### src/core/eft_map.vh
// eft_map.vh: register offsets, reset values and timing constants of the exposure/frame block
// assumes: included by the block's module file only
`ifndef EFT_MAP_VH
`define EFT_MAP_VH
`define EFT_ADDR_EXP_LO     7'h0E
`define EFT_ADDR_EXP_HI     7'h0F
`define EFT_ADDR_FRM_LO     7'h10
`define EFT_ADDR_FRM_HI     7'h11
`define EFT_RST_EXP_LO      8'h64
`define EFT_RST_EXP_HI      8'h00
`define EFT_RST_FRM_LO      8'h20
`define EFT_RST_FRM_HI      8'hD1
`define EFT_EXP_OVERHEAD    17'h00B00
`define EFT_EXP_MIN         16'h0010
`define EFT_PIX_MAX         6'h3F
`define EFT_AGC_HIGH        6'h39
`define EFT_AGC_LOW         6'h32
`define EFT_AVG_HIGH        6'h30
`define EFT_AVG_LOW         6'h08
`define EFT_STEP_SHIFT      4
`define EFT_INVALID_BIT     7
`endif

### src/core/eft_exposure_frame.v
// eft_exposure_frame.v: exposure (shutter) agc, frame timer and their byte registers
// assumes: a serial port engine upstream issues one-cycle register read/write strobes
// on clk_i; the pixel array supplies per-frame max/average and pixel samples.
// Behaviour
// - pixel values reported as 0 to 63
// - agc keeps brightest pixel in mid 50s
// - shutter read-only word at 0x0e/0x0f
// - shutter counts clocks, resets to 0x0064
// - agc steps shutter at most once per frame; a shorter frame caps it at once
// - shutter step is one sixteenth of value
// - shutter capped at frame cycles minus 2816
// - frame period rw twos complement, reset 0xD120
// - frame timer counts up from period to overflow
// - dump byte msb high marks invalid data
`timescale 1ns/10ps
`include "eft_map.vh"

module eft_exposure_frame (
  input  wire        clk_i,
  input  wire        sys_rst_i,
  input  wire [6:0]  reg_addr_i,
  input  wire        reg_wr_i,
  input  wire        reg_rd_i,
  input  wire [7:0]  reg_wdata_i,
  output reg  [7:0]  reg_rdata_o,
  output wire        reg_hit_o,
  input  wire [5:0]  frame_max_pix_i,
  input  wire [5:0]  frame_avg_pix_i,
  input  wire        frame_stats_vld_i,
  input  wire [6:0]  pix_raw_i,
  input  wire        pix_raw_vld_i,
  output reg  [7:0]  dump_data_o,
  output reg         frame_end_o,
  output wire [15:0] exposure_o
);

  //--------------------------------------------------------------
  // state
  //--------------------------------------------------------------
  reg  [15:0] exposure_reg;
  reg  [15:0] exposure_next;
  reg  [7:0]  exp_lo_shadow_reg;
  reg  [7:0]  exp_lo_shadow_next;
  reg  [7:0]  frm_lo_stage_reg;
  reg  [7:0]  frm_lo_stage_next;
  reg  [15:0] frm_period_reg;
  reg  [15:0] frm_period_next;
  reg  [15:0] frm_count_reg;
  reg  [15:0] frm_count_next;
  reg         stats_pend_reg;
  reg         stats_pend_next;
  reg  [5:0]  max_pix_reg;
  reg  [5:0]  max_pix_next;
  reg  [5:0]  avg_pix_reg;
  reg  [5:0]  avg_pix_next;
  reg  [7:0]  rdata_next;
  reg  [7:0]  dump_next;

  //--------------------------------------------------------------
  // address decode
  //--------------------------------------------------------------
  wire        sel_exp_lo = (reg_addr_i == `EFT_ADDR_EXP_LO);
  wire        sel_exp_hi = (reg_addr_i == `EFT_ADDR_EXP_HI);
  wire        sel_frm_lo = (reg_addr_i == `EFT_ADDR_FRM_LO);
  wire        sel_frm_hi = (reg_addr_i == `EFT_ADDR_FRM_HI);
  wire        wr_frm_lo  = reg_wr_i & sel_frm_lo;
  wire        wr_frm_hi  = reg_wr_i & sel_frm_hi;
  wire        rd_exp_hi  = reg_rd_i & sel_exp_hi;

  assign reg_hit_o = sel_exp_lo | sel_exp_hi | sel_frm_lo | sel_frm_hi;

  //--------------------------------------------------------------
  // frame geometry
  //--------------------------------------------------------------
  // cycles per frame = 65536 - period; cap = that minus overhead
  wire [16:0] frm_len  = 17'h10000 - {1'b0, frm_period_reg};
  wire        cap_pos  = (frm_len > `EFT_EXP_OVERHEAD);
  wire [16:0] cap_wide = cap_pos ? (frm_len - `EFT_EXP_OVERHEAD) : 17'h00000;
  wire [15:0] exp_cap  = cap_wide[16] ? 16'hFFFF : cap_wide[15:0];
  wire [16:0] frm_inc  = {1'b0, frm_count_reg} + 17'h00001;
  wire        overflow = frm_inc[16];

  //--------------------------------------------------------------
  // agc arithmetic
  //--------------------------------------------------------------
  wire [15:0] step       = exposure_reg >> `EFT_STEP_SHIFT;
  wire [15:0] exp_dn     = exposure_reg - step;
  wire [16:0] exp_up     = {1'b0, exposure_reg} + {1'b0, step};
  wire        too_bright = (max_pix_reg > `EFT_AGC_HIGH) | (avg_pix_reg > `EFT_AVG_HIGH);
  wire        too_dark   = (max_pix_reg < `EFT_AGC_LOW) | (avg_pix_reg < `EFT_AVG_LOW);
  wire        agc_due    = overflow & stats_pend_reg;

  assign exposure_o = exposure_reg;

  //--------------------------------------------------------------
  // agc step decision
  //--------------------------------------------------------------
  always @* begin
    exposure_next = exposure_reg;
    if (agc_due) begin
      if (too_bright) begin
        if (exp_dn >= `EFT_EXP_MIN)
          exposure_next = exp_dn;
      end else if (too_dark) begin
        if (exp_up <= {1'b0, exp_cap})
          exposure_next = exp_up[15:0];
      end
    end
    // a shorter frame pulls the shutter down at once
    if (exposure_next > exp_cap)
      exposure_next = exp_cap;
  end

  //--------------------------------------------------------------
  // frame timer and frame statistics
  //--------------------------------------------------------------
  always @* begin
    if (overflow)
      frm_count_next = frm_period_reg;
    else
      frm_count_next = frm_inc[15:0];
  end

  always @* begin
    max_pix_next    = max_pix_reg;
    avg_pix_next    = avg_pix_reg;
    stats_pend_next = stats_pend_reg;
    if (frame_stats_vld_i) begin
      // stats landing in the closing cycle stay for the next frame
      max_pix_next    = frame_max_pix_i;
      avg_pix_next    = frame_avg_pix_i;
      stats_pend_next = 1'b1;
    end else if (overflow) begin
      stats_pend_next = 1'b0;
    end
  end

  //--------------------------------------------------------------
  // register writes and read shadow
  //--------------------------------------------------------------
  always @* begin
    frm_lo_stage_next  = frm_lo_stage_reg;
    frm_period_next    = frm_period_reg;
    exp_lo_shadow_next = exp_lo_shadow_reg;
    if (wr_frm_lo)
      frm_lo_stage_next = reg_wdata_i;
    if (wr_frm_hi)
      frm_period_next = {reg_wdata_i, frm_lo_stage_reg};
    if (rd_exp_hi)
      exp_lo_shadow_next = exposure_reg[7:0];
  end

  //--------------------------------------------------------------
  // read data
  //--------------------------------------------------------------
  always @* begin
    rdata_next = reg_rdata_o;
    if (reg_rd_i) begin
      case (reg_addr_i)
        `EFT_ADDR_EXP_HI: rdata_next = exposure_reg[15:8];
        `EFT_ADDR_EXP_LO: rdata_next = exp_lo_shadow_reg;
        `EFT_ADDR_FRM_HI: rdata_next = frm_period_reg[15:8];
        `EFT_ADDR_FRM_LO: rdata_next = frm_period_reg[7:0];
        default:          rdata_next = 8'h00;
      endcase
    end
  end

  //--------------------------------------------------------------
  // pixel dump byte: invalid flag plus saturated 6-bit value
  //--------------------------------------------------------------
  wire        pix_over = (pix_raw_i > {1'b0, `EFT_PIX_MAX});
  wire [5:0]  pix_sat  = pix_over ? `EFT_PIX_MAX : pix_raw_i[5:0];

  always @* begin
    dump_next = dump_data_o;
    // a frame end wins over a sample in the same cycle
    if (overflow)
      dump_next[`EFT_INVALID_BIT] = 1'b1;
    else if (pix_raw_vld_i)
      dump_next = {2'b00, pix_sat};
  end

  //--------------------------------------------------------------
  // flip-flops
  //--------------------------------------------------------------
  always @(posedge clk_i or posedge sys_rst_i) begin
    if (sys_rst_i) begin
      exposure_reg   <= {`EFT_RST_EXP_HI, `EFT_RST_EXP_LO};
      frm_count_reg  <= {`EFT_RST_FRM_HI, `EFT_RST_FRM_LO};
      stats_pend_reg <= 1'b0;
      max_pix_reg    <= 6'h00;
      avg_pix_reg    <= 6'h00;
    end else begin
      exposure_reg   <= exposure_next;
      frm_count_reg  <= frm_count_next;
      stats_pend_reg <= stats_pend_next;
      max_pix_reg    <= max_pix_next;
      avg_pix_reg    <= avg_pix_next;
    end
  end

  always @(posedge clk_i or posedge sys_rst_i) begin
    if (sys_rst_i) begin
      frm_period_reg    <= {`EFT_RST_FRM_HI, `EFT_RST_FRM_LO};
      frm_lo_stage_reg  <= `EFT_RST_FRM_LO;
      exp_lo_shadow_reg <= `EFT_RST_EXP_LO;
    end else begin
      frm_period_reg    <= frm_period_next;
      frm_lo_stage_reg  <= frm_lo_stage_next;
      exp_lo_shadow_reg <= exp_lo_shadow_next;
    end
  end

  always @(posedge clk_i or posedge sys_rst_i) begin
    if (sys_rst_i) begin
      reg_rdata_o <= 8'h00;
      dump_data_o <= 8'h80;
      frame_end_o <= 1'b0;
    end else begin
      reg_rdata_o <= rdata_next;
      dump_data_o <= dump_next;
      frame_end_o <= overflow;
    end
  end

endmodule

### config.mk
export PLATFORM = sky130hd
export DESIGN_NAME = eft_exposure_frame
export DESIGN_NICKNAME = d
export VERILOG_FILES = /design/src/core/eft_exposure_frame.v
export VERILOG_INCLUDE_DIRS = /design/src /design/src/core
export SDC_FILE = /design/constraint.sdc
export NUM_CORES = 1
export LEC_CHECK = 0
export BUFFER_PORTS_ARGS = -buffer_cell sky130_fd_sc_hd__buf_2
export CAP_MARGIN = 20
export CORE_MARGIN = 5
export CORE_UTILIZATION = 45
export DETAILED_ROUTE_END_ITERATION = 6
export SLEW_MARGIN = 20
export SYNTH_ARGS = -nofsm -noshare
export SYNTH_HDL_FRONTEND = slang
export SYNTH_SLANG_ARGS = --single-unit
export TNS_END_PERCENT = 30
### constraint.sdc
create_clock -name clk_i -period 23.1 [get_ports clk_i]
set_input_delay 4.62 -clock clk_i [delete_from_list [all_inputs] [get_ports clk_i]]
set_output_delay 4.62 -clock clk_i [all_outputs]
set_load 0.005 [all_outputs]
# --- Word-level counts from Yosys, hierarchy flattened ---
# Cells that the tools add are included.
word_totals:
  romBits: 0
  word_cells: 58
  latchBits: 0
  regBits: 93
  inputBits: 40
  mem_bits_rw: 0
  memories: 0
classes:
  bitwise: 10
  n_shift: 0
  n_reduce_logical: 3
  n_mul: 0
  addsub: 5
  n_mux: 15
  eq_ne: 4
  magnitude_cmp: 9
  div_mod_pow: 0
op_table:
  columns: ["operator", "n"]
  rows:
  - ["$mux 16", 8]
  - ["$pmux 8 s4", 1]
  - ["$add 16x1->17 const B", 1]
  - ["$add 16x12->17", 1]
  - ["$gt 17x12->1 const B", 1]
  - ["$le 17x16->1", 1]
  - ["$mux 17", 1]
  - ["$sub 17x12->17 const B", 1]
  - ["$sub 17x16->17 const A", 1]
  - ["$ge 16x5->1 const B", 1]
  - ["$gt 16x16->1", 1]
  - ["$sub 16x12->16", 1]
  - ["$eq 7x4->1 const B", 2]
  - ["$eq 7x5->1 const B", 2]
  - ["$gt 6x6->1 const B", 2]
  - ["$mux 8", 1]
  - ["$gt 7x6->1 const B", 1]
  - ["$lt 6x4->1 const B", 1]
  - ["$lt 6x6->1 const B", 1]
  - ["$mux 6", 1]
  - ["$or 1x1->1", 5]
  - ["$and 1x1->1", 4]
  - ["$reduce_bool 2->1", 2]
  - ["$mux 1", 3]
  - ["2 further kinds", 2]

# --- Longest topological paths before layout ---
logic_depth:
  depth_word: 11
  mapped_depth: 40

# --- Least setup slack after synthesis ---
# OpenSTA, ideal clock, no wires.
synth_path:
  path_kind: "input to output"
  from: "in reg_addr_i[1]"
  to: "out reg_hit_o"
  t_required_ps: 18480
  arrival_ps: 5073
  path_buffers: 0
  slack_ps: 13407
  path_stages: 3
  path_cell_list: "nor4b_1 -> nand2_1 -> nand2_1"
synth_via:
  elab_chain_len: 4
  elab_cells_between_ends: 7
  cone_classes: "eq/ne (4); bitwise (3)"
synth_lines:
  columns: ["item", "line_no", "source"]
  rows:
  - ["start: declaration", "eft_exposure_frame.v:21", "input wire [6:0] reg_addr_i,"]
  - ["$eq 7x4->1", null, null]
  - ["$or 1x1->1 (2 in a row)", "eft_exposure_frame.v:70", "assign reg_hit_o = sel_exp_lo | sel_exp_hi | sel_frm_lo | sel_frm_hi;"]
  - ["$or 1x1->1 (*)", "eft_exposure_frame.v:70", null]
  - ["end: declaration", "eft_exposure_frame.v:26", "output wire reg_hit_o,"]
# Mark *: on every way between the ends. The rest lies on a longest branch, timed or not.

# --- Final worst setup path ---
# Ends and elaborated chain as after synthesis.

==> results.json <==
{
  "outcome": "finished clean",
  "cts_made_buffers": 9,
  "setup_violations": 0,
  "cp-end-kind": "primary output",
  "vias": 6260,
  "cts-root-buf": "clkbuf_16",
  "synth_area_per_cell_um2": 8.87,
  "rsz0062_at_grt": "false",
  "ys_async_sr_fraction": 1.00,
  "multi_input_area_um2": 4790,
  "synth_area_um2": 7450,
  "die_y_um": 139,
  "wirelength_um": 20400,
  "num_antenna_cells": 0,
  "clk_latency_ps": 350,
  "synth.largest_area_cell": "dfrtp_1",
  "ff_latch_area_um2": 2320,
  "top_layer_used": "met4",
  "drv_cap": 0,
  "synth_flop_cell": "dfrtp_1",
  "slew_headroom": 0.341,
  "fp-row-count": 47,
  "synth_common_cells": "dfrtp_1, nor2_1, nand2_1",
  "htree_levels": 3,
  "nets": 987,
  "cts_tree": "yes",
  "core_area_um2": 16400,
  "synth_top_area_frac": 0.248,
  "syn_nets": 940,
  "routedWlPerCell_um": 18.3,
  "hpwl_um": 15500,
  "period_needed_ps": 9980,
  "powerDensity_nw_per_um2": 57.9,
  "numPortBuffers": 71,
  "start_util": 0.454,
  "start_kind": "input port",
  "ys_ff_latch": 92,
  "clkSlewWorstSetupHoldPaths_ps": 70,
  "fmax_mhz": 100,
  "ys.warnings.count": 0,
  "postRouteAntennaNets": 0,
  "irDropWorstVdd_v": 0.0000360,
  "route.met2.wl_um": 9720,
  "drtPass1Iterations": 5,
  "syn_to_final_growth_pct": 10.6,
  "antenna_found_initial": 0,
  "die_area_um2": 19200,
  "finalCritPeriodShare": 0.432,
  "grt.overflow.total": 0,
  "worstPathMaxFanout": 3,
  "crit_buf_inv": 2,
  "wl_met1_um": 9490,
  "grt_pass1_wl_um": 32900,
  "path_class": "in2out",
  "path_delay_family": "simple AND/OR/NAND/NOR gates",
  "route.met3.wl_um": 792,
  "hold_viol": 0,
  "die_w_um": 139,
  "grtUsageTotal": 0.209,
  "cpPeakStageDelay_ps": 310,
  "power_leakage_uw": 0.00394,
  "synth.most_common_cell": "dfrtp_1",
  "io_pins": 74,
  "ctsHoldBuffers": 0,
  "drc": 0,
  "synth_cell_types": 79,
  "worst_slew_pin_slew_ps": 988,
  "avgViaCountPerCell": 5.63,
  "postCtsSetupBuffers": 0,
  "synth.area.top_cells": "dfrtp_1, ha_1, dfstp_2, mux2_2, xnor2_1",
  "setup_tns_ps": 0,
  "hp-class": "reg2reg",
  "ys_seq_area_frac": 0.312,
  "cts_buffer_depth": 2,
  "crit_chain": "buf_2 -> nor4b_1 -> nand2_1 -> nand2_1 -> buf_2",
  "drive_gt1_frac": 0.201,
  "grt_max_degree": 76,
  "cts_resized": 0,
  "arrival_ps": 5360,
  "clock_sinks": 92,
  "cp_data_required_time_ps": 18480,
  "whs_ps": 472,
  "fillers": 1557,
  "synth_enable_flop_cells": 0,
  "place.gp.congestion": 0.862,
  "grt_pass1_vias": 6221,
  "drtIter0Drc": 335,
  "slew_violations": 0,
  "cp_slowest_cell": "nor4b_1",
  "skew_ps": 9.75,
  "p_total_uw": 478,
  "synth_cells": 840
}
[metrics by stage]
step | cell area, um^2 | std cells | worst slack (ps) | util
final | 8240 | 1112 | 13120 | 0.502
after floorplan | 7450 | 840 | 13410 | -
after global routing | 8240 | 1112 | 13060 | 0.502
after global placement | 7940 | 1096 | 13150 | 0.484
after detailed placement | 7940 | 1096 | 13120 | 0.484
after CTS | 8240 | 1112 | 13120 | 0.502
[per-layer routing]
layer | up-vias | track usage
met3 | 24 | 0.0293
li1 | 3158 | -
met2 | 129 | 0.353
met1 | 2949 | 0.284
met5 | - | 0
met4 | 0 | 0.0577
[worst paths after layout]
path                                                from                          endpoint  slack [ps]  cells past startpoint
setup / recovery                           reg_addr_i[1]                         reg_hit_o       13120                      5
hold / removal                dump_data_o[7]$_DFFE_PP1P_        dump_data_o[7]$_DFFE_PP1P_         470                      2
setup reg to reg           frm_period_reg[3]$_DFFE_PP0P_           exposure_o[1]$_DFF_PP0_       14100                     34
hold reg to reg               dump_data_o[7]$_DFFE_PP1P_        dump_data_o[7]$_DFFE_PP1P_         470                      2
max in group asynchronous                      sys_rst_i  exp_lo_shadow_reg[4]$_DFFE_PP0P_       17660                      3
min in group asynchronous                      sys_rst_i        avg_pix_reg[1]$_DFFE_PP0P_        4190                      2
[worst reg2reg max path, delay by kind of cell, from the launching register on]
kind            cells  cell delay (ps)
compound gates     11             3050
xor+xnor            1              150
fa+ha+maj           3              640
buf+inv             2              310
flops               1              560
mux                 1              340
simple gates       16             3830
[logic make-up (layout without fill, tap and decap cells)]
group / Yosys count / in the layout / synth area share
XOR/XNOR: 54 / 54 / 0.0645
AND/OR/NAND/NOR: 250 / 250 / 0.165
AO/OA/AOI/OAI: 243 / 243 / 0.220
adder cells (fa/ha/maj): 60 / 60 / 0.103
other: 1 / 1 / 0.000503
buffers and inverters: 83 / 135 / 0.0460
multiplexers: 57 / 57 / 0.0893
flip-flops: 92 / 92 / 0.312
[power breakdown]
part | internal, uW | leakage [uW] | switching [uW] | total [uW]
registers | 168 | 0.00115 | 7.03 | 175
clock network | 85.5 | 0.000149 | 65.2 | 151
logic | 62.8 | 0.00264 | 89.0 | 152
[cells in the final DEF, fill, tap and decap left out, types with 16 or more instances in the layout]
master and n:
o21ai_0 56, a22oi_1 17, ha_1 58, a21o_1 16, a21oi_1 49, buf_2 71, xor2_1 17, xnor2_1 36
inv_1 40, dfstp_2 18, mux2_2 42, nand3_1 23, nor2_1 72, nand2_1 59, nor3_1 16, dfrtp_1 74
[area by class of cell]
type | count | area share
clock inverters | 6 | 0.00880
multi-input cells | 665 | 0.581
clock buffers | 10 | 0.0278
inverters | 43 | 0.0199
repair buffers | 76 | 0.0477
flip-flops and latches | 92 | 0.282
well taps | 220 | 0.0334
Note: power is estimated with default switching activity, not from simulation.
